File: config.mk
export PLATFORM = sky130hd
export DESIGN_NAME = clock_source_select
export DESIGN_NICKNAME = d
export VERILOG_FILES = /design/src/logic/clk_ctrl_pkg.sv /design/src/logic/clock_source_select.sv
export SDC_FILE = /design/constraint.sdc
export NUM_CORES = 1
export LEC_CHECK = 0
export ABC_CLOCK_PERIOD_IN_PS = 2150
export BUFFER_PORTS_ARGS = -buffer_cell sky130_fd_sc_hd__buf_2
export CAP_MARGIN = 40
export CORE_ASPECT_RATIO = 0.8
export CORE_MARGIN = 2
export CORE_UTILIZATION = 55
export CTS_BUF_LIST = sky130_fd_sc_hd__clkbuf_8
export CTS_CLUSTER_SIZE = 40
export DETAILED_ROUTE_END_ITERATION = 6
export PLACE_DENSITY = 0.8
export SYNTH_ARGS = -nofsm -noshare
export SYNTH_HDL_FRONTEND = slang
export SYNTH_SLANG_ARGS = --single-unit
File: constraint.sdc
create_clock -name mclk -period 2.15 [get_ports mclk]
set_input_delay 0.3225 -clock mclk [delete_from_list [all_inputs] [get_ports mclk]]
set_output_delay 0.3225 -clock mclk [all_outputs]
set_load 0.1 [all_outputs]
File: src/logic/clk_ctrl_pkg.sv
// Package: constants and types for the clock source select and start-up block
package clk_ctrl_pkg;

    // ************************************************************
    // Clock mode encoding of the configuration field
    // ************************************************************
    localparam logic [2:0] MODE_EXT_CLOCK     = 3'h0;
    localparam logic [2:0] MODE_LOW_GAIN_XTAL = 3'h1;
    localparam logic [2:0] MODE_MID_GAIN_XTAL = 3'h2;
    localparam logic [2:0] MODE_HIGH_GAIN_XTAL = 3'h3;
    localparam logic [2:0] MODE_RC_CLKOUT     = 3'h4;
    localparam logic [2:0] MODE_RC_IO         = 3'h5;
    localparam logic [2:0] MODE_INT_CLKOUT    = 3'h6;
    localparam logic [2:0] MODE_INT_IO        = 3'h7;

    // ************************************************************
    // Register map (word offsets as byte addresses)
    // ************************************************************
    localparam logic [3:0] ADDR_CONTROL = 4'h0;
    localparam logic [3:0] ADDR_STATUS  = 4'h4;
    localparam logic [3:0] ADDR_CONFIG  = 4'h8;

    // Control field positions
    localparam int CTL_SYS_CLOCK_SELECT = 0;
    localparam int CTL_FREQ_LSB         = 4;
    localparam int CTL_FREQ_MSB         = 6;
    // Status field positions
    localparam int STS_OSC_FAIL         = 0;
    localparam int STS_FAST_OSC_ON      = 1;
    localparam int STS_RUN_EXTERNAL     = 2;
    localparam int STS_CORE_HOLD        = 3;
    localparam int STS_STARTUP_DONE     = 4;

    localparam logic [31:0] CONTROL_RESET = 32'h0000_0000;
    localparam logic [2:0]  FREQ_SEL_OFF  = 3'h0;

    // ************************************************************
    // Timing
    // ************************************************************
    localparam int CLK_MHZ            = 40;
    localparam int XTAL_PERIODS       = 1024;
    localparam int CPU_STARTUP_NS     = 10000;
    localparam int FAST_SWITCH_NS     = 1000;
    localparam int CPU_STARTUP_CYCLES = (CPU_STARTUP_NS * CLK_MHZ) / 1000;
    localparam int FAST_SWITCH_CYCLES = (FAST_SWITCH_NS * CLK_MHZ) / 1000;
    // Slow internal oscillator near 31 kHz: 40 MHz / 1290
    localparam int SLOW_OSC_DIV       = 1290;
    // Fast internal oscillator 8 MHz: 40 MHz / 5
    localparam int FAST_OSC_DIV       = 5;
    // Failure window in slow oscillator ticks
    localparam int FAIL_WINDOW_TICKS  = 2;

    // ************************************************************
    // Carriers
    // ************************************************************
    typedef struct packed {
        logic bit4Out;
        logic bit4OutEn;
        logic bit4IsGpio;
        logic bit5IsGpio;
        logic clockInIsGpio;
    } pin_use_t;

    typedef struct packed {
        logic extSource;
        logic crystal;
        logic internal;
        logic clkout;
    } mode_class_t;

endpackage

File: src/logic/clock_source_select.sv
// Clock source selection, start-up timers and fail-safe monitor
`timescale 1ns/10ps

module clock_source_select #(
    parameter int XTAL_WAIT   = clk_ctrl_pkg::XTAL_PERIODS,
    parameter int FAIL_WINDOW = clk_ctrl_pkg::FAIL_WINDOW_TICKS,
    parameter int SLOW_DIV    = clk_ctrl_pkg::SLOW_OSC_DIV
) (
    input  wire logic        mclk,
    input  wire logic        rstn,
    input  wire logic [2:0]  clockModeConfig,
    input  wire logic        twoSpeedStartupEnable,
    input  wire logic        powerupTimerEnable,
    input  wire logic        powerupTimerDone,
    input  wire logic        wakeFromSleep,
    input  wire logic        clockInPin,
    input  wire logic [3:0]  address,
    input  wire logic        read,
    input  wire logic        write,
    input  wire logic [31:0] writedata,
    input  wire logic [3:0]  byteenable,
    output logic [31:0]      readdata,
    output logic             waitrequest,
    output logic             sysClockEn,
    output logic             sysClockExternal,
    output logic             coreHold,
    output logic             fastOscEnable,
    output logic             oscFailFlag,
    output logic             porta4Out,
    output logic             porta4OutEn,
    output logic             porta4Gpio,
    output logic             porta5Gpio,
    output logic             clockInGpio
);

    // ************************************************************
    // Configuration capture and mode decode
    // ************************************************************
    logic        cfgCaptured_q;
    logic [2:0]  mode_q;
    clk_ctrl_pkg::mode_class_t modeClass;
    clk_ctrl_pkg::pin_use_t    pinUse;

    always_ff @(posedge mclk or negedge rstn)
    begin
        if (!rstn)
        begin
            cfgCaptured_q <= 1'b0;
            mode_q        <= clk_ctrl_pkg::MODE_EXT_CLOCK;
        end
        else if (!cfgCaptured_q)
        begin
            cfgCaptured_q <= 1'b1;
            mode_q        <= clockModeConfig;
        end
    end

    always_comb
    begin
        modeClass = '0;
        case (mode_q)
            clk_ctrl_pkg::MODE_EXT_CLOCK:
                modeClass.extSource = 1'b1;
            clk_ctrl_pkg::MODE_LOW_GAIN_XTAL,
            clk_ctrl_pkg::MODE_MID_GAIN_XTAL,
            clk_ctrl_pkg::MODE_HIGH_GAIN_XTAL:
            begin
                modeClass.extSource = 1'b1;
                modeClass.crystal   = 1'b1;
            end
            clk_ctrl_pkg::MODE_RC_CLKOUT:
            begin
                modeClass.extSource = 1'b1;
                modeClass.clkout    = 1'b1;
            end
            clk_ctrl_pkg::MODE_RC_IO:
                modeClass.extSource = 1'b1;
            clk_ctrl_pkg::MODE_INT_CLKOUT:
            begin
                modeClass.internal = 1'b1;
                modeClass.clkout   = 1'b1;
            end
            clk_ctrl_pkg::MODE_INT_IO:
                modeClass.internal = 1'b1;
            default:
                modeClass = '0;
        endcase
    end

    // ************************************************************
    // Register bus slave
    // ************************************************************
    logic        sysClockSelect_q;
    logic [2:0]  freqSelect_q;
    logic        oscFail_q;
    logic        wrControl;
    logic        clrFail;
    logic        rdPend_q;

    assign waitrequest = read && !rdPend_q;
    assign wrControl   = write && (address == clk_ctrl_pkg::ADDR_CONTROL)
                         && byteenable[0];
    assign clrFail     = write && (address == clk_ctrl_pkg::ADDR_STATUS)
                         && byteenable[0]
                         && writedata[clk_ctrl_pkg::STS_OSC_FAIL];

    always_ff @(posedge mclk or negedge rstn)
    begin
        if (!rstn)
        begin
            sysClockSelect_q <= clk_ctrl_pkg::CONTROL_RESET[0];
            freqSelect_q     <= clk_ctrl_pkg::FREQ_SEL_OFF;
        end
        else if (wrControl)
        begin
            sysClockSelect_q <= writedata[clk_ctrl_pkg::CTL_SYS_CLOCK_SELECT];
            freqSelect_q     <= writedata[clk_ctrl_pkg::CTL_FREQ_MSB:
                                          clk_ctrl_pkg::CTL_FREQ_LSB];
        end
    end

    // ************************************************************
    // Internal oscillator ticks
    // ************************************************************
    logic [10:0] slowCnt_q;
    logic        slowTick;
    logic [2:0]  fastCnt_q;
    logic        fastTick;

    assign slowTick = (slowCnt_q == 11'(SLOW_DIV - 1));
    assign fastTick = (fastCnt_q == 3'(clk_ctrl_pkg::FAST_OSC_DIV - 1));

    always_ff @(posedge mclk or negedge rstn)
    begin
        if (!rstn)
            slowCnt_q <= '0;
        else if (slowTick)
            slowCnt_q <= '0;
        else
            slowCnt_q <= slowCnt_q + 11'h001;
    end

    always_ff @(posedge mclk or negedge rstn)
    begin
        if (!rstn)
            fastCnt_q <= '0;
        else if (!fastOscEnable || fastTick)
            fastCnt_q <= '0;
        else
            fastCnt_q <= fastCnt_q + 3'h1;
    end

    // ************************************************************
    // Clock input edge detect
    // ************************************************************
    logic clkInPrev_q;
    logic clkInRise;

    always_ff @(posedge mclk or negedge rstn)
    begin
        if (!rstn)
            clkInPrev_q <= 1'b0;
        else
            clkInPrev_q <= clockInPin;
    end
    assign clkInRise = clockInPin && !clkInPrev_q;

    // ************************************************************
    // Start-up sequencer
    // ************************************************************
    typedef enum logic [2:0] {
        ST_POWERUP,
        ST_XTAL,
        ST_CPU_START,
        ST_RUN
    } startup_t;

    startup_t    state_q;
    logic [10:0] xtalCnt_q;
    logic [8:0]  cpuCnt_q;
    logic        startTrigger;
    logic        xtalDone;

    // Trigger after power-up timer, or at once if it is not used
    assign startTrigger = cfgCaptured_q
                          && (!powerupTimerEnable || powerupTimerDone);
    assign xtalDone = (xtalCnt_q == 11'(XTAL_WAIT));

    always_ff @(posedge mclk or negedge rstn)
    begin
        if (!rstn)
            state_q <= ST_POWERUP;
        else if (wakeFromSleep)
            state_q <= modeClass.crystal ? ST_XTAL : ST_CPU_START;
        else
        begin
            case (state_q)
                ST_POWERUP:
                    if (startTrigger)
                        state_q <= modeClass.crystal ? ST_XTAL
                                                     : ST_CPU_START;
                ST_XTAL:
                    if (xtalDone)
                        state_q <= ST_RUN;
                ST_CPU_START:
                    if (cpuCnt_q == 9'(clk_ctrl_pkg::CPU_STARTUP_CYCLES))
                        state_q <= ST_RUN;
                ST_RUN:
                    state_q <= ST_RUN;
                default:
                    state_q <= ST_POWERUP;
            endcase
        end
    end

    // Counts clock input periods; stalls while the pin stops
    always_ff @(posedge mclk or negedge rstn)
    begin
        if (!rstn)
            xtalCnt_q <= '0;
        else if (state_q != ST_XTAL || wakeFromSleep)
            xtalCnt_q <= '0;
        else if (clkInRise && !xtalDone)
            xtalCnt_q <= xtalCnt_q + 11'h001;
    end

    always_ff @(posedge mclk or negedge rstn)
    begin
        if (!rstn)
            cpuCnt_q <= '0;
        else if (state_q != ST_CPU_START || wakeFromSleep)
            cpuCnt_q <= '0;
        else
            cpuCnt_q <= cpuCnt_q + 9'h001;
    end

    // ************************************************************
    // Clock source selection and fail-safe
    // ************************************************************
    logic       useInternal;
    logic       twoSpeedActive;
    logic [5:0] switchCnt_q;
    logic       fastReady_q;
    logic [3:0] failTicks_q;
    logic       failDetect;
    logic       sawEdge_q;

    assign twoSpeedActive = twoSpeedStartupEnable && (state_q == ST_XTAL);
    assign useInternal = modeClass.internal || sysClockSelect_q
                         || oscFail_q || twoSpeedActive;

    assign fastOscEnable = (freqSelect_q != clk_ctrl_pkg::FREQ_SEL_OFF)
                           && (useInternal
                               || twoSpeedStartupEnable);

    // Fast oscillator settling before it drives the system clock
    always_ff @(posedge mclk or negedge rstn)
    begin
        if (!rstn)
        begin
            switchCnt_q <= '0;
            fastReady_q <= 1'b0;
        end
        else if (!fastOscEnable)
        begin
            switchCnt_q <= '0;
            fastReady_q <= 1'b0;
        end
        else if (switchCnt_q == 6'(clk_ctrl_pkg::FAST_SWITCH_CYCLES))
            fastReady_q <= 1'b1;
        else
            switchCnt_q <= switchCnt_q + 6'h01;
    end

    // Watchdog on clock input edges over slow-oscillator ticks
    assign failDetect = modeClass.extSource && (state_q == ST_RUN)
                        && slowTick && !sawEdge_q
                        && (failTicks_q == 4'(FAIL_WINDOW - 1));

    always_ff @(posedge mclk or negedge rstn)
    begin
        if (!rstn)
        begin
            sawEdge_q   <= 1'b0;
            failTicks_q <= '0;
        end
        else if (clkInRise)
        begin
            sawEdge_q   <= 1'b1;
            failTicks_q <= '0;
        end
        else if (slowTick)
        begin
            sawEdge_q   <= 1'b0;
            failTicks_q <= sawEdge_q ? 4'h0
                         : (failTicks_q == 4'(FAIL_WINDOW - 1)) ? failTicks_q
                         : failTicks_q + 4'h1;
        end
    end

    // Set wins over software clear
    always_ff @(posedge mclk or negedge rstn)
    begin
        if (!rstn)
            oscFail_q <= 1'b0;
        else if (failDetect)
            oscFail_q <= 1'b1;
        else if (clrFail)
            oscFail_q <= 1'b0;
    end
    assign oscFailFlag = oscFail_q;

    // ************************************************************
    // System clock enable and core hold
    // ************************************************************
    logic fosc;
    logic [1:0] div4Cnt_q;
    logic porta4Out_q;

    always_comb
    begin
        if (!useInternal)
            fosc = clkInRise;
        else if (fastOscEnable && fastReady_q)
            fosc = fastTick;
        else
            fosc = slowTick;
    end

    assign sysClockExternal = !useInternal;
    assign coreHold = (state_q != ST_RUN) && !twoSpeedActive;
    assign sysClockEn = fosc && !coreHold;

    always_ff @(posedge mclk or negedge rstn)
    begin
        if (!rstn)
        begin
            div4Cnt_q   <= '0;
            porta4Out_q <= 1'b0;
        end
        else if (fosc)
        begin
            div4Cnt_q <= div4Cnt_q + 2'h1;
            if (div4Cnt_q[0])
                porta4Out_q <= !porta4Out_q;
        end
    end

    // ************************************************************
    // Pin usage
    // ************************************************************
    always_comb
    begin
        pinUse = '0;
        pinUse.bit4Out   = porta4Out_q;
        pinUse.bit4OutEn = modeClass.clkout;
        case (mode_q)
            clk_ctrl_pkg::MODE_EXT_CLOCK,
            clk_ctrl_pkg::MODE_RC_IO:
                pinUse.bit4IsGpio = 1'b1;
            clk_ctrl_pkg::MODE_INT_CLKOUT:
            begin
                pinUse.bit5IsGpio    = 1'b1;
                pinUse.clockInIsGpio = 1'b1;
            end
            clk_ctrl_pkg::MODE_INT_IO:
            begin
                pinUse.bit4IsGpio    = 1'b1;
                pinUse.bit5IsGpio    = 1'b1;
                pinUse.clockInIsGpio = 1'b1;
            end
            default:
                pinUse.bit4IsGpio = 1'b0;
        endcase
    end

    assign porta4Out   = pinUse.bit4Out;
    assign porta4OutEn = pinUse.bit4OutEn;
    assign porta4Gpio  = pinUse.bit4IsGpio;
    assign porta5Gpio  = pinUse.bit5IsGpio;
    assign clockInGpio = pinUse.clockInIsGpio;

    // ************************************************************
    // Read data
    // ************************************************************
    always_ff @(posedge mclk or negedge rstn)
    begin
        if (!rstn)
            rdPend_q <= 1'b0;
        else
            rdPend_q <= read && !rdPend_q;
    end

    always_ff @(posedge mclk or negedge rstn)
    begin
        if (!rstn)
            readdata <= '0;
        else if (read && !rdPend_q)
        begin
            readdata <= '0;
            case (address)
                clk_ctrl_pkg::ADDR_CONTROL:
                begin
                    readdata[clk_ctrl_pkg::CTL_SYS_CLOCK_SELECT]
                        <= sysClockSelect_q;
                    readdata[clk_ctrl_pkg::CTL_FREQ_MSB:
                             clk_ctrl_pkg::CTL_FREQ_LSB] <= freqSelect_q;
                end
                clk_ctrl_pkg::ADDR_STATUS:
                begin
                    readdata[clk_ctrl_pkg::STS_OSC_FAIL]     <= oscFail_q;
                    readdata[clk_ctrl_pkg::STS_FAST_OSC_ON]  <= fastReady_q;
                    readdata[clk_ctrl_pkg::STS_RUN_EXTERNAL] <= !useInternal;
                    readdata[clk_ctrl_pkg::STS_CORE_HOLD]    <= coreHold;
                    readdata[clk_ctrl_pkg::STS_STARTUP_DONE]
                        <= (state_q == ST_RUN);
                end
                clk_ctrl_pkg::ADDR_CONFIG:
                    readdata[2:0] <= mode_q;
                default:
                    readdata <= '0;
            endcase
        end
    end

endmodule

==> results of run 1 <==
-- what timing repair did --
item / CTS / global route
pin swaps: 4 / 0
hold buffers: 1 / 0
endpoints found under the hold margin: 15 / 0
buffers inserted: 6 / 0
setup endpoints to repair: 1 / 2
gates resized for setup: 9 / 1
-- state kept, by name (all words and copies together), names as in the netlist --
register,count
slowCnt_q,11
xtalCnt_q,11
cpuCnt_q,9
readdata,7
switchCnt_q,6
failTicks_q,4
fastCnt_q,3
freqSelect_q,3
mode_q,3
state_q,2
cfgCaptured_q,1
clkInPrev_q,1
div4Cnt_q,1
fastReady_q,1
oscFailFlag,1
porta4Out,1
rdPend_q,1
sawEdge_q,1
sysClockSelect_q,1
-- worst paths after layout --
path / depth (start not counted) / slack (ps) / to
hold / removal: 1 / 130 / clkInPrev_q
setup reg to reg: 5 / 260 / failTicks_q[0]
setup / recovery: 5 / -150 / sysClockEn
min in group asynchronous: 2 / 450 / slowCnt_q[7]
hold reg to reg: 2 / 470 / readdata[5]
max in group asynchronous: 3 / 1160 / slowCnt_q[4]
-- metal layers --
| layer | GRT usage (%) | part of all wire, % | wire (um) |
|---|---|---|---|
| met5 | 0 | 0 | 0 |
| met4 | 6.522 | 1.2 | 87 |
| met3 | 7.517 | 4.9 | 364 |
| met2 | 35.07 | 49 | 3607 |
| met1 | 30.72 | 45 | 3298 |
-- report_power, final --
group	switching, mW	internal (mW)
logic	0.872	0.290
clock network	0.510	0.421
registers	0.0806	1.38
-- critical path: cells and delay by family (launching register included) --
| kind | cells | cell delay [ps] |
|---|---|---|
| buf+inv | 1 | 200 |
| compound gates | 1 | 140 |
| simple gates | 3 | 820 |
| flops | 1 | 460 |
-- logic make-up (layout without fill, tap and decap cells) --
| logic type | after synthesis | count (layout) |
|---|---|---|
| simple gates | 156 | 156 |
| flops | 68 | 68 |
| buf+inv | 49 | 93 |
| compound gates | 36 | 36 |
| xor+xnor | 28 | 28 |
| fa+ha+maj | 12 | 12 |
| mux | 11 | 11 |
| other cells | 2 | 26 |
-- stage by stage --
step                      cells  area (um^2)  setup WS, ps
after detailed placement    491         3943         80.89
after global routing        514         4213        -238.4
final                       514         4213        -145.9
after global placement      491         3943         163.7
after CTS                   514         4210        -167.9
after floorplan             386         3725        -414.7
-- layout by cell type (no fill, tap or decap), types with 12 or more instances in the layout --
| cell type | instances |
|---|---|
| dfrtp_1 | 63 |
| nor2_1 | 50 |
| buf_2 | 36 |
| conb_1 | 26 |
| nand2_1 | 22 |
| buf_4 | 21 |
| nand3_1 | 19 |
| inv_1 | 16 |
| xor2_1 | 14 |
| xnor2_1 | 14 |
| ha_1 | 12 |
-- cell type report --
cell class                 count  area share (%)
multi-input combinational    269           41.94
inverter                      16           1.426
tap                           84           2.495
clock inverter                 7           1.218
sequential                    68           40.60
timing repair buffer          61           9.385
clock buffer                   9           2.940
==> results.py, run 1 <==
metrics = {
    "run_status": {
        "status": "finished with violations",
        "violations": "negative setup slack",
    },
    "synthesis": {
        "yosysMostFrequentCell": "dfrtp_1",
        "synth.distinct_cells": 53,
        "muxShareOfSynthArea_pct": 3.329,
        "synthCells": 362,
        "synth_edf_count": 0,
        "synthXorXnorAreaFrac_pct": 6.796,
        "yosysSeqAreaShare_pct": 47.16,
        "synth_area_leaders": "dfrtp_1 (47%), buf_4 (5.4%), nor2_1 (5.4%)",
        "ys.warnings.count": 0,
        "ys_async_sr_fraction_pct": 100.0,
        "synthSimpleGateAreaFrac_pct": 23.30,
        "synth_area_mm2": 0.003608,
        "synth.avg_cell_area_um2": 9.968,
        "synthDominantCellAreaShare_pct": 47.16,
        "synth_compound_area_share_pct": 7.143,
        "synth-seq-cells": 68,
        "synth_top_flop_cell": "dfrtp_1",
        "yosys-top-cells-count": "dfrtp_1 (68), nor2_1 (52), buf_4 (26)",
        "synth_fa_ha_area_share_pct": 4.161,
        "yosysTopAreaCell": "dfrtp_1",
        "synth_top_family_by_area": "simple AND/OR/NAND/NOR gates",
    },
    "finish": {
        "drive_gt1_share_pct": 24.19,
        "area_growth_pct": 16.75,
        "diodes": 0,
        "n_fill_cell": 532,
        "seq_area_mm2": 0.001710,
        "nets": 489,
        "finish.utilization_pct": 66.07,
        "multi_input_area_mm2": 0.001767,
    },
    "clocking": {
        "clk_pin_slew_ps": 80,
        "root_buffer": "clkbuf_8",
        "numCtsBuffers": 9,
        "clock_latency_ps": 340,
        "clockBufferDepth": 2,
        "htree_levels": 3,
        "cts_tree": "done",
        "cts.sinks": 68,
    },
    "sta": {
        "clock_skew_ps": 7.104,
        "min_period_over_period_pct": 106.8,
        "maxSlewViolCount": 0,
        "max_freq_mhz": 435.6,
        "slew_headroom_pct": 55.63,
        "tightest_slew_ps": 656.2,
        "rsz0062_at_grt": "yes",
        "setup_ws_ps": -145.9,
        "setup_viol": 1,
        "report.final.hold_viol_count": 0,
        "setup_tns_ps": -145.9,
        "hold_slack_ps": 129.1,
        "post-route-min-period_ps": 2296,
    },
    "floorplan": {
        "io_pins": 95,
        "core_mm2": 0.006376,
        "rows": 26,
        "die_area_mm2": 0.007229,
        "initial_core_util_pct": 56.59,
        "chipWidth_um": 94.56,
        "dieHeight_um": 76.45,
    },
    "critical_path": {
        "slowest_delay_ps": 460,
        "reg2reg_from": "slowCnt_q[6]",
        "startpoint": "slowCnt_q[6]",
        "cp.arrival_ps": 1970,
        "cpMaxStageDelayCell": "dfrtp_2",
        "cp_cell_sequence": "nor4b_4, and4_4, a21o_1, nor3b_4, buf_12",
        "crit_path_max_fanout": 5,
        "start_kind": "flip-flop",
        "critPathCaptureType": "output pin",
        "crit_required_ps": 1830,
        "critical_path_class": "reg -> out",
    },
    "power_and_ir_drop": {
        "ir_drop_uv": 724.2,
        "fin_total_pwr_mw": 3.551,
        "p_leak_nw": 1.937,
        "cellPowerDensity_mw_per_mm2": 842.9,
    },
    "drt": {
        "ant_nets": 0,
        "avgViaCountPerCell": 5.422,
        "num_vias": 2787,
        "drt_iter0_drc": 90,
        "wirelength_um": 7357,
        "firstDrtPassIters": 4,
        "post_drt_wl_per_cell_um": 14.31,
        "route.detailed.drc": 0,
    },
    "job": {
        "cap_violations": 0,
    },
    "grt": {
        "grt_util_all_layers_pct": 22.72,
        "grt_pass1_wl_um": 12830,
        "antenna_found_initial": 0,
        "grt_max_degree": 35,
        "overflow": 0,
        "grt_pass1_vias": 2738,
    },
    "place": {
        "gp_congestion": 0.8442,
        "dp_hpwl_um": 5403,
        "io_buffers": 38,
    },
    "worst_hold_path": {
        "min_path_type": "in -> reg",
        "hold_start": "clockInPin",
    },
}
(Power assumes the default switching activity.)
==> run 2, diff against run 1 <==
SETUP_SLACK_MARGIN = 0.2   (was not set)
==> results.py, run 2 (synthesized netlist as in run 1, its figures left out) <==
metrics = {
    "critical_path": {
        "critPathCaptureType": "output pin",
        "crit_required_ps": 1830,
        "rrSetupSlack_ps": -60,
        "reg2reg_to": "porta4Out",
        "cp_cell_sequence": "or3_1, o211ai_1, a21o_1, nor3b_4, buf_12",
        "critical_path_class": "reg -> out",
        "cp.arrival_ps": 2080,
        "reg2reg_from": "freqSelect_q[0]",
        "slowest_delay_ps": 470,
        "cpMaxStageDelayCell": "or3_1",
        "crit_path_max_fanout": 3,
        "start_kind": "flip-flop",
        "r2r_cells": 13,
    },
    "clocking": {
        "cts_tree": "done",
        "clock_latency_ps": 350,
        "cts.sinks": 68,
        "htree_levels": 3,
        "numCtsBuffers": 9,
        "clockBufferDepth": 2,
        "clk_pin_slew_ps": 80,
        "root_buffer": "clkbuf_8",
    },
    "drt": {
        "num_vias": 2957,
        "firstDrtPassIters": 5,
        "post_drt_wl_per_cell_um": 16.51,
        "route.detailed.drc": 0,
        "avgViaCountPerCell": 5.654,
        "drt_iter0_drc": 235,
        "wirelength_um": 8633,
        "ant_nets": 0,
    },
    "finish": {
        "finish.utilization_pct": 70.13,
        "diodes": 0,
        "mostFrequentLayoutCell": "dfrtp_1",
        "layout_common_cells": "dfrtp_1 (64), nor2_1 (50), buf_2 (32), conb_1 (26), nand2_1 (22)",
        "nets": 498,
        "area_growth_pct": 23.93,
        "top_regs": "slowCnt_q (11), xtalCnt_q (11), cpuCnt_q (9)",
        "finalInstanceArea_mm2": 0.004472,
        "drive_gt1_share_pct": 26.42,
    },
    "floorplan": {
        "core_mm2": 0.006376,
        "dieHeight_um": 76.45,
        "io_pins": 95,
        "die_area_mm2": 0.007229,
        "chipWidth_um": 94.56,
        "initial_core_util_pct": 56.59,
        "rows": 26,
    },
    "place": {
        "gp_congestion": 0.8729,
        "dpl_cell_area_mm2": 0.003940,
        "io_buffers": 38,
        "dp_hpwl_um": 5226,
    },
    "worst_hold_path": {
        "hold_end": "clkInPrev_q",
        "min_path_type": "in -> reg",
        "hold_start": "clockInPin",
        "whs_path_depth": 1,
    },
    "power_and_ir_drop": {
        "ir_drop_uv": 756.6,
        "cellPowerDensity_mw_per_mm2": 916.0,
        "fin_total_pwr_mw": 4.096,
        "p_leak_nw": 2.062,
    },
    "sta": {
        "tightest_slew_ps": 982.0,
        "min_period_over_period_pct": 111.5,
        "rsz0062_at_grt": "yes",
        "setup_viol": 2,
        "slew_headroom_pct": 32.84,
        "report.final.hold_viol_count": 0,
        "post-route-min-period_ps": 2398,
        "maxSlewViolCount": 0,
        "setup_ws_ps": -247.9,
        "clock_skew_ps": 15.32,
        "max_freq_mhz": 417.0,
    },
    "grt": {
        "grt_pass1_wl_um": 13290,
        "antenna_found_initial": 0,
        "grt_pass1_vias": 2752,
        "grt_util_all_layers_pct": 23.75,
        "grt_max_degree": 33,
        "overflow": 0,
    },
    "run_status": {
        "status": "finished with violations",
        "violations": "negative setup slack",
    },
    "job": {
        "cap_violations": 0,
    },
}
[run 2: cell types whose count changed in the layout (fill, tap and decap cells not counted), moves of 3 or more]
cell	previous run	this run
buf_6	0	10
buf_2	36	32
a211oi_1	3	0
bufinv_16	0	3
[run 2: area by class of cell]
class	count	area, um^2
sequential	68	1709
multi-input combinational	269	1812
fill	461	1904
timing repair buffer	70	535.5
inverter	16	60.06
clock buffer	11	151.4
clock inverter	5	98.84
tap	84	105.1
[run 2: power breakdown]
| part | switching (mW) | internal, mW | total, mW |
|---|---|---|---|
| clock network | 0.486 | 0.828 | 1.31 |
| registers | 0.101 | 1.38 | 1.48 |
| logic | 0.947 | 0.357 | 1.30 |
[run 2: worst max-delay path: cells and delay by family (launching register included)]
family	cells	cell delay (ps)
and+or+nand+nor	2	760
DFF	1	400
AOI/OAI and AO/OA	2	350
buffers and inverters	1	210
[run 2: what timing repair did]
item / in CTS / in global routing
pin swaps: 7 / 5
hold buffers: 1 / 0
setup buffers: 12 / 4
gates resized for setup: 20 / 17
endpoints found under the hold margin: 17 / 0
setup endpoints to repair: 4 / 13
[run 2: stage by stage]
stage	instances	TNS (ps)	hold slack (ps)	worst slack [ps]
2_1_floorplan	386	-804.9	26.91	-414.7
3_3_place_gp	490	0	322.5	189.7
3_5_place_dp	490	0	322.3	154.2
4_1_cts	519	-120.6	108.6	-120.6
5_1_grt	523	-533.6	96.36	-329.9
6_report	523	-310.4	120.0	-247.9
[run 2: worst max path at each step]
stage	start	to	slack, ps	cells past startpoint
floorplan	oscFailFlag	sysClockEn	-410	4
global placement	slowCnt_q[7]	sysClockEn	190	5
detailed placement	slowCnt_q[7]	sysClockEn	150	5
CTS	oscFailFlag	sysClockEn	-120	5
global route	freqSelect_q[0]	sysClockEn	-330	5
finish	freqSelect_q[0]	sysClockEn	-250	5
[run 2: routing by layer]
| metal | global-route usage, % | part of all wire [%] | vias up |
|---|---|---|---|
| met5 | 0 | 0 | - |
| met4 | 5.942 | 2.0 | 0 |
| met3 | 8.210 | 7.2 | 20 |
| met2 | 36.57 | 48 | 140 |
| met1 | 32.33 | 42 | 1441 |
| li1 | - | - | 1356 |
